===== config.mk =====
export PLATFORM = sky130hd
export DESIGN_NAME = rccfg_regs
export DESIGN_NICKNAME = d
export VERILOG_FILES = /design/src/hw/rccfg_pkg.sv /design/src/hw/rccfg_regs.sv
export SDC_FILE = /design/constraint.sdc
export NUM_CORES = 1
export LEC_CHECK = 0
export ABC_AREA = 1
export BUFFER_PORTS_ARGS = -buffer_cell sky130_fd_sc_hd__buf_4
export CORE_MARGIN = 10
export CORE_UTILIZATION = 54
export DETAILED_ROUTE_END_ITERATION = 10
export MAX_ROUTING_LAYER = met4
export PLACE_DENSITY_LB_ADDON = 0.3
export SLEW_MARGIN = 20
export SYNTH_ARGS = -nofsm -noshare
export SYNTH_HDL_FRONTEND = slang
export SYNTH_SLANG_ARGS = --single-unit

===== constraint.sdc =====
create_clock -name clk_sys_i -period 1.6 [get_ports clk_sys_i]
set_clock_uncertainty 0.1 [all_clocks]
set_input_delay 0.32 -clock clk_sys_i [delete_from_list [all_inputs] [get_ports clk_sys_i]]
set_output_delay 0.32 -clock clk_sys_i [all_outputs]
set_load 0.02 [all_outputs]

===== src/hw/rccfg_pkg.sv =====
package rccfg_pkg;
  // Register offsets
  localparam logic [7:0] RCCFG_OFS_FILTER_DUTY  = 8'h10;
  localparam logic [7:0] RCCFG_OFS_RIPPLE_CTRL  = 8'h11;
  localparam logic [7:0] RCCFG_OFS_THR_LOW      = 8'h12;
  localparam logic [7:0] RCCFG_OFS_SCALE_CTRL   = 8'h13;
  localparam logic [7:0] RCCFG_OFS_INV_RES      = 8'h14;
  localparam logic [7:0] RCCFG_OFS_BACKEMF      = 8'h15;
  // Reset values
  localparam logic [7:0] RCCFG_RST_FILTER_DUTY  = 8'h00;
  localparam logic [7:0] RCCFG_RST_RIPPLE_CTRL  = 8'h88;
  localparam logic [7:0] RCCFG_RST_THR_LOW      = 8'hff;
  localparam logic [7:0] RCCFG_RST_SCALE_CTRL   = 8'h7f;
  localparam logic [7:0] RCCFG_RST_INV_RES      = 8'h00;
  localparam logic [7:0] RCCFG_RST_BACKEMF      = 8'h00;
  // Field positions
  localparam int RCCFG_CUTOFF_LSB     = 6;
  localparam int RCCFG_DUTY_LSB       = 0;
  localparam int RCCFG_RIPPLE_EN_BIT  = 7;
  localparam int RCCFG_MODULE_OFF_BIT = 6;
  localparam int RCCFG_HIZ_BIT        = 5;
  localparam int RCCFG_FGAIN_LSB      = 3;
  localparam int RCCFG_MIRROR_LSB     = 0;
  localparam int RCCFG_INVR_MUL_LSB   = 6;
  localparam int RCCFG_BEMF_MUL_LSB   = 4;
  localparam int RCCFG_THR_MUL_LSB    = 2;
  localparam int RCCFG_THR_HI_LSB     = 0;
  // Cut-off frequencies in Hz
  localparam logic [9:0] RCCFG_CUTOFF_HZ0 = 10'd250;
  localparam logic [9:0] RCCFG_CUTOFF_HZ1 = 10'd500;
  localparam logic [9:0] RCCFG_CUTOFF_HZ2 = 10'd750;
  localparam logic [9:0] RCCFG_CUTOFF_HZ3 = 10'd1000;
  // Multiplier exponents (log2 of factor; back-EMF factor is RCCFG_BEMF_BASE shifted by it)
  localparam logic [3:0] RCCFG_THR_SH0 = 4'd1;
  localparam logic [3:0] RCCFG_THR_SH1 = 4'd3;
  localparam logic [3:0] RCCFG_THR_SH2 = 4'd4;
  localparam logic [3:0] RCCFG_THR_SH3 = 4'd6;
  localparam logic [3:0] RCCFG_INVR_SH0 = 4'd1;
  localparam logic [3:0] RCCFG_INVR_SH1 = 4'd6;
  localparam logic [3:0] RCCFG_INVR_SH2 = 4'd10;
  localparam logic [3:0] RCCFG_INVR_SH3 = 4'd13;
  localparam logic [3:0] RCCFG_BEMF_SH0 = 4'd8;
  localparam logic [3:0] RCCFG_BEMF_SH1 = 4'd9;
  localparam logic [3:0] RCCFG_BEMF_SH2 = 4'd12;
  localparam logic [3:0] RCCFG_BEMF_SH3 = 4'd13;
  localparam logic [4:0] RCCFG_BEMF_BASE = 5'd24;
  // Mirror gain encoded as log2(gain) + 3, so 4 A -> 5, 0.125 A -> 0
  localparam logic [2:0] RCCFG_MIRROR_G4   = 3'd5;
  localparam logic [2:0] RCCFG_MIRROR_G2   = 3'd4;
  localparam logic [2:0] RCCFG_MIRROR_G1   = 3'd3;
  localparam logic [2:0] RCCFG_MIRROR_G05  = 3'd2;
  localparam logic [2:0] RCCFG_MIRROR_G025 = 3'd1;
  localparam logic [2:0] RCCFG_MIRROR_G0125 = 3'd0;
  // Regulation mode codes seen on the mode input
  localparam logic [1:0] RCCFG_MODE_SPEED   = 2'b10;
  localparam logic [1:0] RCCFG_MODE_VOLTAGE = 2'b11;
  localparam logic [1:0] RCCFG_MODE_FIXED   = 2'b00;
endpackage


===== src/hw/rccfg_regs.sv =====
`timescale 1ns/1ps
`default_nettype none
module rccfg_regs
  import rccfg_pkg::*;
#(
  parameter int COUNT_W = 17
) (
  input  wire logic               clk_sys_i,
  input  wire logic               sys_rst_i,
  input  wire logic               clk_en_i,
  input  wire logic [7:0]         reg_addr_i,
  input  wire logic               reg_wr_i,
  input  wire logic               reg_rd_i,
  input  wire logic [7:0]         reg_wdata_i,
  input  wire logic               bridge_ctrl_select_i,
  input  wire logic               duty_ctrl_select_i,
  input  wire logic [1:0]         reg_mode_i,
  input  wire logic               correction_pulse_off_i,
  input  wire logic [COUNT_W-1:0] ripple_count_value_i,
  output logic [7:0]              reg_rdata_o,
  output logic                    reg_rvalid_o,
  output logic [9:0]              output_filter_cutoff_o,
  output logic                    external_duty_active_o,
  output logic [5:0]              external_duty_value_o,
  output logic                    speed_reg_active_o,
  output logic                    voltage_reg_active_o,
  output logic                    ripple_enable_o,
  output logic                    correction_module_on_o,
  output logic                    correction_pulse_on_o,
  output logic                    bridge_hiz_o,
  output logic                    threshold_reached_o,
  output logic [4:0]              filter_input_gain_o,
  output logic [2:0]              current_mirror_gain_o,
  output logic [16:0]             ripple_threshold_eff_o,
  output logic [13:0]             inverse_resistance_multiplier_o,
  output logic [17:0]             backemf_multiplier_o,
  output logic [7:0]              inverse_resistance_value_o,
  output logic [7:0]              backemf_value_o
);

  // Threshold times 64 needs 16 bits plus one of headroom
  if (COUNT_W < 1 || COUNT_W > 17) begin : g_count_w_bad
    $error("COUNT_W must be between 1 and 17");
  end
  // The largest shift of each multiplier must fit its output port
  if (10 + int'(RCCFG_THR_SH3) > 17) begin : g_thr_sh_bad
    $error("threshold shift overflows the effective threshold");
  end
  if (int'(RCCFG_INVR_SH3) > 13) begin : g_invr_sh_bad
    $error("resistance shift overflows its multiplier output");
  end
  if (5 + int'(RCCFG_BEMF_SH3) > 18) begin : g_bemf_sh_bad
    $error("back-EMF shift overflows its multiplier output");
  end

  typedef struct packed {
    // Stored register bytes
    logic [7:0]  filter_duty;
    logic [7:0]  ripple_ctrl;
    logic [7:0]  thr_low;
    logic [7:0]  scale_ctrl;
    logic [7:0]  inv_res;
    logic [7:0]  backemf;
    // Read port
    logic [7:0]  rdata;
    logic        rvalid;
    // Decoded outputs, one flop each
    logic [9:0]  cutoff;
    logic        duty_act;
    logic [5:0]  duty;
    logic        speed_act;
    logic        volt_act;
    logic        rip_en;
    logic        mod_on;
    logic        pulse_on;
    logic        hiz;
    logic        reached;
    logic [4:0]  fgain;
    logic [2:0]  mirror;
    logic [16:0] thr_eff;
    logic [13:0] invr_mul;
    logic [17:0] bemf_mul;
  } rccfg_state_s;

  rccfg_state_s st;
  rccfg_state_s next_st;

  logic [9:0]  thr10;
  logic [3:0]  thr_sh;
  logic [3:0]  invr_sh;
  logic [3:0]  bemf_sh;
  logic [16:0] thr_calc;
  logic [16:0] count_ext;
  logic        external_duty_value;

  // Field views of the stored bytes
  logic [1:0]  cutoff_code;
  logic [5:0]  duty_code;
  logic        rip_en_bit;
  logic        mod_off_bit;
  logic        hiz_bit;
  logic [1:0]  fgain_code;
  logic [2:0]  mirror_code;
  logic [1:0]  thr_hi;
  logic [1:0]  thr_code;
  logic [1:0]  invr_code;
  logic [1:0]  bemf_code;
  logic        count_over;

  always_comb begin
    next_st = st;
    thr10 = '0;
    thr_sh = '0;
    invr_sh = '0;
    bemf_sh = '0;
    thr_calc = '0;
    count_ext = '0;
    external_duty_value = 1'b0;
    cutoff_code = '0;
    duty_code = '0;
    rip_en_bit = 1'b0;
    mod_off_bit = 1'b0;
    hiz_bit = 1'b0;
    fgain_code = '0;
    mirror_code = '0;
    thr_hi = '0;
    thr_code = '0;
    invr_code = '0;
    bemf_code = '0;
    count_over = 1'b0;
    next_st.rvalid = 1'b0;
    // Writes land in stored bytes, reads return them unchanged
    if (reg_wr_i) begin
      unique case (reg_addr_i)
        RCCFG_OFS_FILTER_DUTY: next_st.filter_duty = reg_wdata_i;
        RCCFG_OFS_RIPPLE_CTRL: next_st.ripple_ctrl = reg_wdata_i;
        RCCFG_OFS_THR_LOW:     next_st.thr_low = reg_wdata_i;
        RCCFG_OFS_SCALE_CTRL:  next_st.scale_ctrl = reg_wdata_i;
        RCCFG_OFS_INV_RES:     next_st.inv_res = reg_wdata_i;
        RCCFG_OFS_BACKEMF:     next_st.backemf = reg_wdata_i;
        // Unmapped offsets are reserved, so writes there are dropped
        default: ;
      endcase
    end
    if (reg_rd_i) begin
      next_st.rvalid = 1'b1;
      unique case (reg_addr_i)
        RCCFG_OFS_FILTER_DUTY: next_st.rdata = st.filter_duty;
        RCCFG_OFS_RIPPLE_CTRL: next_st.rdata = st.ripple_ctrl;
        RCCFG_OFS_THR_LOW:     next_st.rdata = st.thr_low;
        RCCFG_OFS_SCALE_CTRL:  next_st.rdata = st.scale_ctrl;
        RCCFG_OFS_INV_RES:     next_st.rdata = st.inv_res;
        RCCFG_OFS_BACKEMF:     next_st.rdata = st.backemf;
        default:               next_st.rdata = 8'h00;
      endcase
    end

    // Field views of the stored bytes
    cutoff_code = st.filter_duty[RCCFG_CUTOFF_LSB +: 2];
    duty_code   = st.filter_duty[RCCFG_DUTY_LSB +: 6];
    rip_en_bit  = st.ripple_ctrl[RCCFG_RIPPLE_EN_BIT];
    mod_off_bit = st.ripple_ctrl[RCCFG_MODULE_OFF_BIT];
    hiz_bit     = st.ripple_ctrl[RCCFG_HIZ_BIT];
    fgain_code  = st.ripple_ctrl[RCCFG_FGAIN_LSB +: 2];
    mirror_code = st.ripple_ctrl[RCCFG_MIRROR_LSB +: 3];
    thr_hi      = st.scale_ctrl[RCCFG_THR_HI_LSB +: 2];
    thr_code    = st.scale_ctrl[RCCFG_THR_MUL_LSB +: 2];
    invr_code   = st.scale_ctrl[RCCFG_INVR_MUL_LSB +: 2];
    bemf_code   = st.scale_ctrl[RCCFG_BEMF_MUL_LSB +: 2];

    // Decode from stored bytes, so outputs lag a write by one cycle
    unique case (cutoff_code)
      2'b00: next_st.cutoff = RCCFG_CUTOFF_HZ0;
      2'b01: next_st.cutoff = RCCFG_CUTOFF_HZ1;
      2'b10: next_st.cutoff = RCCFG_CUTOFF_HZ2;
      2'b11: next_st.cutoff = RCCFG_CUTOFF_HZ3;
    endcase

    // Pin control plus duty select; register bridge control wins
    external_duty_value = !bridge_ctrl_select_i && duty_ctrl_select_i;
    next_st.duty_act = external_duty_value;
    // Duty code passes straight through: 0 is 0%, all ones is 100%
    next_st.duty = external_duty_value ? duty_code
                            : 6'h00;
    next_st.speed_act = !external_duty_value
                        && reg_mode_i == RCCFG_MODE_SPEED;
    next_st.volt_act  = !external_duty_value
                        && reg_mode_i == RCCFG_MODE_VOLTAGE;

    next_st.rip_en   = rip_en_bit;
    next_st.mod_on   = !mod_off_bit;
    // Pulse gating only matters while the module itself is on
    next_st.pulse_on = !mod_off_bit && !correction_pulse_off_i;

    unique case (fgain_code)
      2'b00: next_st.fgain = 5'd2;
      2'b01: next_st.fgain = 5'd4;
      2'b10: next_st.fgain = 5'd8;
      2'b11: next_st.fgain = 5'd16;
    endcase

    // Bit 1 is a don't-care once bit 2 is set
    if (mirror_code[2]) begin
      next_st.mirror = mirror_code[0]
                       ? RCCFG_MIRROR_G0125 : RCCFG_MIRROR_G025;
    end else begin
      unique case (mirror_code[1:0])
        2'b00: next_st.mirror = RCCFG_MIRROR_G4;
        2'b01: next_st.mirror = RCCFG_MIRROR_G2;
        2'b10: next_st.mirror = RCCFG_MIRROR_G1;
        2'b11: next_st.mirror = RCCFG_MIRROR_G05;
      endcase
    end

    thr10 = {thr_hi, st.thr_low};
    unique case (thr_code)
      2'b00: thr_sh = RCCFG_THR_SH0;
      2'b01: thr_sh = RCCFG_THR_SH1;
      2'b10: thr_sh = RCCFG_THR_SH2;
      2'b11: thr_sh = RCCFG_THR_SH3;
    endcase
    thr_calc = 17'({7'h00, thr10} << thr_sh);
    next_st.thr_eff = thr_calc;

    unique case (invr_code)
      2'b00: invr_sh = RCCFG_INVR_SH0;
      2'b01: invr_sh = RCCFG_INVR_SH1;
      2'b10: invr_sh = RCCFG_INVR_SH2;
      2'b11: invr_sh = RCCFG_INVR_SH3;
    endcase
    next_st.invr_mul = 14'(14'h0001 << invr_sh);

    unique case (bemf_code)
      2'b00: bemf_sh = RCCFG_BEMF_SH0;
      2'b01: bemf_sh = RCCFG_BEMF_SH1;
      2'b10: bemf_sh = RCCFG_BEMF_SH2;
      2'b11: bemf_sh = RCCFG_BEMF_SH3;
    endcase
    next_st.bemf_mul = 18'({13'h0000, RCCFG_BEMF_BASE} << bemf_sh);

    // Compare against the registered threshold so both bytes act together
    count_ext = 17'(ripple_count_value_i);
    // Strict greater: a count equal to the threshold does not trip
    count_over = st.rip_en && (count_ext > st.thr_eff);
    next_st.reached = count_over;
    next_st.hiz = hiz_bit && count_over;
  end

  always_ff @(posedge clk_sys_i) begin
    if (sys_rst_i) begin
      st <= '0;
      st.filter_duty <= RCCFG_RST_FILTER_DUTY;
      st.ripple_ctrl <= RCCFG_RST_RIPPLE_CTRL;
      st.thr_low     <= RCCFG_RST_THR_LOW;
      st.scale_ctrl  <= RCCFG_RST_SCALE_CTRL;
      st.inv_res     <= RCCFG_RST_INV_RES;
      st.backemf     <= RCCFG_RST_BACKEMF;
    end else if (clk_en_i) begin
      st <= next_st;
    end
  end

  // Ports are straight copies of flops, so none of them can glitch
  assign reg_rdata_o                     = st.rdata;
  assign reg_rvalid_o                    = st.rvalid;
  assign output_filter_cutoff_o          = st.cutoff;
  assign external_duty_active_o          = st.duty_act;
  assign external_duty_value_o           = st.duty;
  assign speed_reg_active_o              = st.speed_act;
  assign voltage_reg_active_o            = st.volt_act;
  assign ripple_enable_o                 = st.rip_en;
  assign correction_module_on_o          = st.mod_on;
  assign correction_pulse_on_o           = st.pulse_on;
  assign bridge_hiz_o                    = st.hiz;
  assign threshold_reached_o             = st.reached;
  assign filter_input_gain_o             = st.fgain;
  assign current_mirror_gain_o           = st.mirror;
  assign ripple_threshold_eff_o          = st.thr_eff;
  assign inverse_resistance_multiplier_o = st.invr_mul;
  assign backemf_multiplier_o            = st.bemf_mul;
  assign inverse_resistance_value_o      = st.inv_res;
  assign backemf_value_o                 = st.backemf;

endmodule
`default_nettype wire


# After elaboration in Yosys (flattened, before gate mapping)
# Cells that the tools add are included.
[word_totals]
register_bits = 138
out_inout_bits = 106
[op_classes]
order_cmp = 1
n_eq_ne = 26
shifts = 3
n_mux = 11
reduce_logical = 23
[op_table]
columns = ["op", "count"]
rows = [
  ["$eq 8x5->1 const B", 6],
  ["$pmux 4 s4", 3],
  ["$pmux 8 s6", 1],
  ["$pmux 10 s4", 1],
  ["$eq 2x2->1 const B", 14],
  ["$pmux 5 s4", 1],
  ["$reduce_and 3->1", 6],
  ["$shl 5x4->18 const A", 1],
  ["$gt 17x17->1", 1],
  ["$shl 10x4->17", 1],
  ["$shl 1x4->14 const A", 1],
  ["$eq 2x1->1 const B", 6],
  ["$logic_not 2->1", 6],
  ["$pmux 3 s4", 1],
  ["$logic_and 1x1->1", 6],
  ["$mux 6", 1],
  ["$logic_not 1->1", 4],
  ["$mux 3", 1],
  ["$mux 1", 2],
  ["$reduce_and 2->1", 1],
]

# Depth between registers and ports, before layout
# Gate-level depths: netlist of the first run.
[depth]
word_depth = 4
ltp_mapped = 12

# Worst setup path after synthesis of the first run
# Ideal clock, no wire load.
[synth_timing]
path_kind = "reg-to-reg"
start = "reg st, in the netlist ripple_threshold_eff_o[8]"
end = "reg st, in the netlist threshold_reached_o"
setup_time_ns = 0.113
arrival_time_ns = 1.227
t_required_ns = 1.387
path_slack_ns = 0.159
path_stages_with_launch = 10
path_buffers = 0
cell_sequence = "dfxtp_1 > inv_1 > ha_1 > nand2_1 > nor2_1 > nand3_1 > nor3_1 > nor2_1 > nand3_1 > nand2_1"
[synth_between]
elab_chain_len = 2
[synth_rtl]
columns = ["element", "line_no", "rtl"]
rows = [
  ["from (decl)", "rccfg_regs.sv:85", "rccfg_state_s st;"],
  ["from (signal assigned)", "rccfg_regs.sv:259", "st <= next_st;"],
  ["$gt 17x17->1", "rccfg_regs.sv:244", "count_over = st.rip_en && (count_ext > st.thr_eff);"],
  ["$logic_and 1x1->1", "rccfg_regs.sv:244", ""],
]
# No other way between the ends.
# A chain may end at the register's enable or synchronous reset.

# Worst setup path after layout of the first run
[layout_timing]
start = "reg st, in the netlist ripple_threshold_eff_o[6]"
end = "reg st, in the netlist bridge_hiz_o"
[layout_between]
elab_chain_len = 3
[layout_rtl]
columns = ["element", "line_no", "rtl"]
rows = [
  ["$gt 17x17->1", "rccfg_regs.sv:244", ""],
  ["$logic_and 1x1->1", "rccfg_regs.sv:244", ""],
  ["$logic_and 1x1->1", "rccfg_regs.sv:246", "next_st.hiz = hiz_bit && count_over;"],
]
# No other way between the ends.

==> impl_metrics.toml, run 1 <==
[worst_setup_path]
worst-path-max-fanout = 3
critPathKind = "reg2reg"
crit_buf_inv = 2
startpoint_type = "register"
worst_ep_arrival_time_ps = 1730
slowest_delay_ps = 340
reg2reg_slack_ps = 70
reg2reg_from = "ripple_threshold_eff_o[6]"
cp_slowest_cell = "dfxtp_2"
path_cells = "inv_1 -> ha_1 -> nand2_2 -> nor2_4 -> buf_4 -> nand2_1 -> nand2_1 -> nand2_1 -> nand3_2 -> nand3_1 -> nand2_1"
worst_setup_path_end_kind = "register"
timing.critical_path.mode_cell = "nand2_1"
rr_worst_depth = 11
worstReg2RegEnd = "bridge_hiz_o"
critPathTopFamily = "simple AND/OR/NAND/NOR gates"
crit_required_ps = 1800

[clock_network]
ctsRootBufferMaster = "clkbuf_16"
clk_pin_slew_worst_paths_ps = 50
cts_buffers = 17
h-tree-depth = 4
cts_tree = "done"
insertion_delay_ps = 420
clock_path_buffers = 2
clock-sinks = 122

[pwr]
powerDensity_mw_per_mm2 = 1016
vdd_drop_max_mv = 0.6752
p_leak_nw = 3.650
finalPower_mw = 7.875

[min_path]
hp-class = "in2reg"
min_from = "reg_wdata_i[1]"
min_delay_worst_endpoint = "st[107]"
hold_path_depth = 3

[grt]
gr-usage-met2_pct = 31.89
grt_max_degree = 59
use_met1_pct = 25.57
antenna_found_initial = 0
use_met3_pct = 6.160
overflow = 0
grt_most_used_layer = "met2"
grt_pass1_vias = 5363
grt_usage_pct = 20.63
grt_pass1_wl_um = 26560

[timing]
fmax_ghz = 0.6544
hold_viol = 0
rsz0062_at_grt = "yes"
min_period_ps = 1528
finalCritPeriodShare_pct = 95.51
setup_violations = 0
worst_slack_ps = 71.86
holdWs_ps = 93.68
drv_slew = 0

[placement]
dpl_worst_slack_ps = -67.38
place_hpwl_um = 12690
place_congestion = 0.9060
portBuffers = 134

[run]
drv_cap = 0

[status]
run_status = "completed"

[route]
drtAntennaViolNets = 0
dr.first_iter.drc_count = 483
num_vias = 5622
wirelength_um = 17040
drc = 0
dr.pass1.iters = 5
wl_per_cell_um = 15.54
vias_per_cell = 5.130

[floorplan]
initial_core_util_pct = 55.55
die_width_um = 128.8
die-area_mm2 = 0.01660
num_io_pins = 149
row_count = 39
core_area_mm2 = 0.01152
die_h_um = 128.8

[synthesis]
yosysWarningCount = 0
syn_area_mm2 = 0.006397
synth_top_area_share_pct = 38.18
yosys_register_bits = 122
ys_seq_area_share_pct = 38.18
yosys.area.top_type = "dfxtp_1"
synth.distinct_cells = 33
avgSynthCellArea_um2 = 7.396
synthTopCellsByArea = "dfxtp_1, buf_4, nand2_1"
synthCells = 865

[cells_and_area]
n_fill_cell = 969
final_layout_size_suffix_gt1_share_pct = 26.65
antennaDiodeCount = 0
area_growth_pct = 21.20
finalNetCount = 1010
==> Yosys cell counts <==
master / number
a21o_1: 1
a21oi_1: 53
a31oi_1: 1
a32o_1: 2
buf_2: 9
buf_4: 100
buf_6: 4
buf_8: 2
clkbuf_1: 16
conb_1: 1
dfxtp_1: 122
ha_1: 27
inv_1: 103
inv_2: 5
mux2i_1: 1
nand2_1: 149
nand2_2: 6
nand2_4: 1
nand3_1: 48
nand3_2: 1
nand3_4: 2
nand4_1: 3
nor2_1: 67
nor2_2: 2
nor2_4: 7
nor3_1: 11
o211ai_1: 9
o21ai_0: 94
o21ai_1: 1
o22ai_1: 9
o31ai_1: 5
o41ai_1: 1
or2_2: 2
==> what timing repair did <==
item / in CTS / in global routing
gates resized for setup: 3 / 28
pin swaps: 0 / 6
hold endpoints to repair: 2 / 0
setup buffers: 0 / 2
endpoints found under the setup margin: 2 / 5
hold buffers: 2 / 0
==> layout by cell type (no fill, tap or decap), types with 8 or more instances in the layout <==
master     netlist  routed
o21ai_0         94      89
o22ai_1          9       9
ha_1            27      24
conb_1           1      14
nand2_1        149     144
dfxtp_2          0       8
nand3_1         48      47
nand2_2          6      11
inv_1          103     102
o211ai_1         9       9
a21oi_1         53      51
nor3_1          11      10
nor2_4           7      10
buf_4          100     169
clkbuf_16        0      17
dfxtp_1        122     114
nor2_1          67      64
==> layer usage <==
| layer | vias up | routed length (um) |
|---|---|---|
| li1 | 2838 | - |
| met1 | 2517 | 7573 |
| met2 | 235 | 7687 |
| met3 | 32 | 1487 |
| met4 | 0 | 286 |
| met5 | - | 0 |
==> flip-flops by register name, summed over array words and instances (netlist names), 3 cells and up <==
name                             flops
mirror_code                          3
reg_rdata_o                          8
external_duty_value_o                6
backemf_value_o                      8
backemf_multiplier_o                 6
current_mirror_gain_o                3
output_filter_cutoff_o               7
filter_input_gain_o                  4
ripple_threshold_eff_o              17
inverse_resistance_value_o           8
st                                  12
inverse_resistance_multiplier_o     14
duty_code                            6
==> cell families after synthesis <==
| logic type | Yosys count | synth area share, % |
|---|---|---|
| AO/OA/AOI/OAI | 176 | 14.77 |
| adder cells (fa/ha/maj) | 27 | 5.281 |
| buffers and inverters | 239 | 20.89 |
| flip-flops | 122 | 38.18 |
| multiplexers | 1 | 0.1565 |
| other | 1 | 0.05862 |
| AND/OR/NAND/NOR | 299 | 20.67 |
==> power breakdown <==
part | switching, mW | internal [mW]
Combinational | 0.481 | 0.316
Clock | 1.44 | 2.49
Sequential | 0.0381 | 3.11
Total | 1.96 | 5.92
==> final cells by class <==
class                   instances  area, um2  share of cell area [%]
well taps                     143      178.9                   2.308
clock buffers                  18      439.2                   5.664
clock inverters                14      171.4                   2.211
flip-flops and latches        122       2452                   31.63
repair buffers                174       1349                   17.40
inverters                     108      405.4                   5.228
multi-input cells             517       2758                   35.57
==> per-stage QoR <==
stage | setup TNS, ps | cells | area, um2 | util (%)
after floorplan | 0 | 878 | 6446 | -
after global placement | -492.9 | 1060 | 7008 | 60.85
after detailed placement | -957.6 | 1060 | 7008 | 60.85
after CTS | 0 | 1094 | 7645 | 66.38
after global routing | -31.40 | 1096 | 7754 | 67.33
final | 0 | 1096 | 7754 | 67.33
==> worst min-delay path, stage by stage <==
cell     delay (ps)
buf_4           140
nand2_1          60
nand3_1          50
==> worst max-delay path by stage <==
| stage | start | cells after the start | end |
|---|---|---|---|
| detailed placement | reg_addr_i[6] | 8 | backemf_value_o[4] |
| global placement | ripple_count_value_i[12] | 9 | bridge_hiz_o |
| global route | ripple_threshold_eff_o[5] | 11 | bridge_hiz_o |
| finish | ripple_threshold_eff_o[6] | 11 | bridge_hiz_o |
| floorplan | ripple_threshold_eff_o[8] | 9 | threshold_reached_o |
| CTS | ripple_threshold_eff_o[8] | 11 | bridge_hiz_o |
Power figures use the tool's default switching activity.
==> run 2, diff against run 1 <==
- CORE_UTILIZATION: 54 -> 49
- clock period: 1.6 -> 1.4 ns (I/O delays scaled with it)
==> impl_metrics.toml, run 2 (synthesized netlist as in run 1, its figures left out) <==
[route]
dr.first_iter.drc_count = 459
dr.pass1.iters = 6
wl_per_cell_um = 15.66
num_vias = 5915
vias_per_cell = 5.047
wirelength_um = 18350
drtAntennaViolNets = 0
drc = 0

[worst_setup_path]
slowest_delay_ps = 350
critPathTopFamily = "simple AND/OR/NAND/NOR gates"
worst_setup_path_end_kind = "register"
worstReg2RegEnd = "threshold_reached_o"
timing.critical_path.mode_cell = "nand3_2"
critPathKind = "reg2reg"
reg2reg_slack_ps = -140
worst_ep_arrival_time_ps = 1750
worst-path-max-fanout = 2
rr_worst_depth = 9
startpoint_type = "register"
crit_end = "threshold_reached_o"
crit_required_ps = 1610
cp.depth = 9
reg2reg_from = "ripple_threshold_eff_o[11]"
crit_buf_inv = 1
path_cells = "inv_2 -> ha_4 -> nand2_2 -> nor2_4 -> nand3_2 -> nor3_2 -> nor2_2 -> nand3_2 -> nand2_1"
cp_slowest_cell = "dfxtp_2"
worst_setup_path_startpoint = "ripple_threshold_eff_o[11]"

[floorplan]
initial_core_util_pct = 50.29
row_count = 41
core_area_mm2 = 0.01272
die-area_mm2 = 0.01803
num_io_pins = 149
die_h_um = 134.3
die_width_um = 134.3

[timing]
setup_violations = 3
drv_slew = 0
finalCritPeriodShare_pct = 109.9
hold_viol = 0
min_period_ps = 1538
fmax_ghz = 0.6502
rsz0062_at_grt = "yes"
worst_slack_ps = -138.1
fin_tns_setup_ps = -318.2

[grt]
overflow = 0
grt_pass1_vias = 5476
grt_max_degree = 29
grt_usage_pct = 19.77
grt_pass1_wl_um = 27910
antenna_found_initial = 0

[placement]
place_hpwl_um = 13220
place_congestion = 0.9245
portBuffers = 134
dp_cells = 1132

[status]
violations = "negative setup slack"
run_status = "complete, but fails checks"

[min_path]
hp-class = "in2reg"

[run]
drv_cap = 0

[clock_network]
insertion_delay_ps = 420
clock_path_buffers = 2
h-tree-depth = 4
ctsRootBufferMaster = "clkbuf_16"
cts_tree = "done"
clk_pin_slew_worst_paths_ps = 50
cts_buffers = 17
clock-sinks = 122

[cells_and_area]
largest_register_ffs = 17
finalNonFillerCells = 1172
finalNetCount = 1060
final_layout_size_suffix_gt1_share_pct = 36.00
antennaDiodeCount = 0
area_growth_pct = 32.82
final_common_cell = "buf_4"
mostFrequentLayoutCells = "buf_4, nand2_1, dfxtp_1, inv_1, o21ai_0"

[pwr]
vdd_drop_max_mv = 0.7819
p_leak_nw = 3.915
powerDensity_mw_per_mm2 = 1034
[run 2: area by class of cell]
class,count,area [um2]
inverter,108,409.1
sequential,122,2466
timing repair buffer,223,1798
fill,1061,4225
clock inverter,3,65.06
timing repair inverter,1,7.507
clock buffer,26,479.2
multi-input combinational,517,3057
tap,172,215.2
[run 2: worst min-delay path by stage]
stage / from / endpoint / cells past startpoint
floorplan: sys_rst_i / speed_reg_active_o / 1
global placement: inverse_resistance_multiplier_o[3] / inverse_resistance_multiplier_o[3] / 2
detailed placement: inverse_resistance_multiplier_o[8] / inverse_resistance_multiplier_o[8] / 2
CTS: reg_wdata_i[5] / bemf_code[1] / 3
global route: reg_wdata_i[3] / st[117] / 3
finish: reg_wdata_i[4] / bemf_code[0] / 3
[run 2: worst reg2reg max path: stages (launching register included)]
cell and delay (ps):
dfxtp_2 350, inv_2 60, ha_4 260, nand2_2 70, nor2_4 110, nand3_2 80, nor3_2 190, nor2_2 100
nand3_2 80, nand2_1 50
[run 2: power by group]
| group | total, mW | switching (mW) | internal, mW |
|---|---|---|---|
| clock network | 4.11 | 1.44 | 2.68 |
| registers | 3.60 | 0.0440 | 3.56 |
| logic | 1.08 | 0.611 | 0.466 |
[run 2: through the flow]
stage	utilization [%]	total power [mW]	cell area (um2)	setup WS [ps]	hold WS (ps)
6_report	66.79	8.790	8497	-138.1	59.51
5_1_grt	66.79	9.091	8497	-205.7	63.70
4_1_cts	64.65	8.793	8225	-87.85	41.96
3_5_place_dp	57.98	4.591	7376	-287.4	328.6
3_3_place_gp	57.98	4.576	7376	-257.2	327.5
2_1_floorplan	-	4.260	6455	-0.6083	284.5
[run 2: routing by layer]
metal / wire length, um / global-route usage [%]
met1: 8240 / 24.54
met2: 8545 / 30.60
met3: 1306 / 5.302
met4: 259 / 6.348
met5: 0 / -
[run 2: repair_timing]
action / 4_1_cts / 5_1_grt
cloned: 0 / 2
pin swaps: 25 / 15
setup endpoints to repair: 10 / 21
setup buffers: 3 / 5
endpoints found under the hold margin: 2 / 0
resized for setup: 69 / 61
hold buffers: 2 / 0
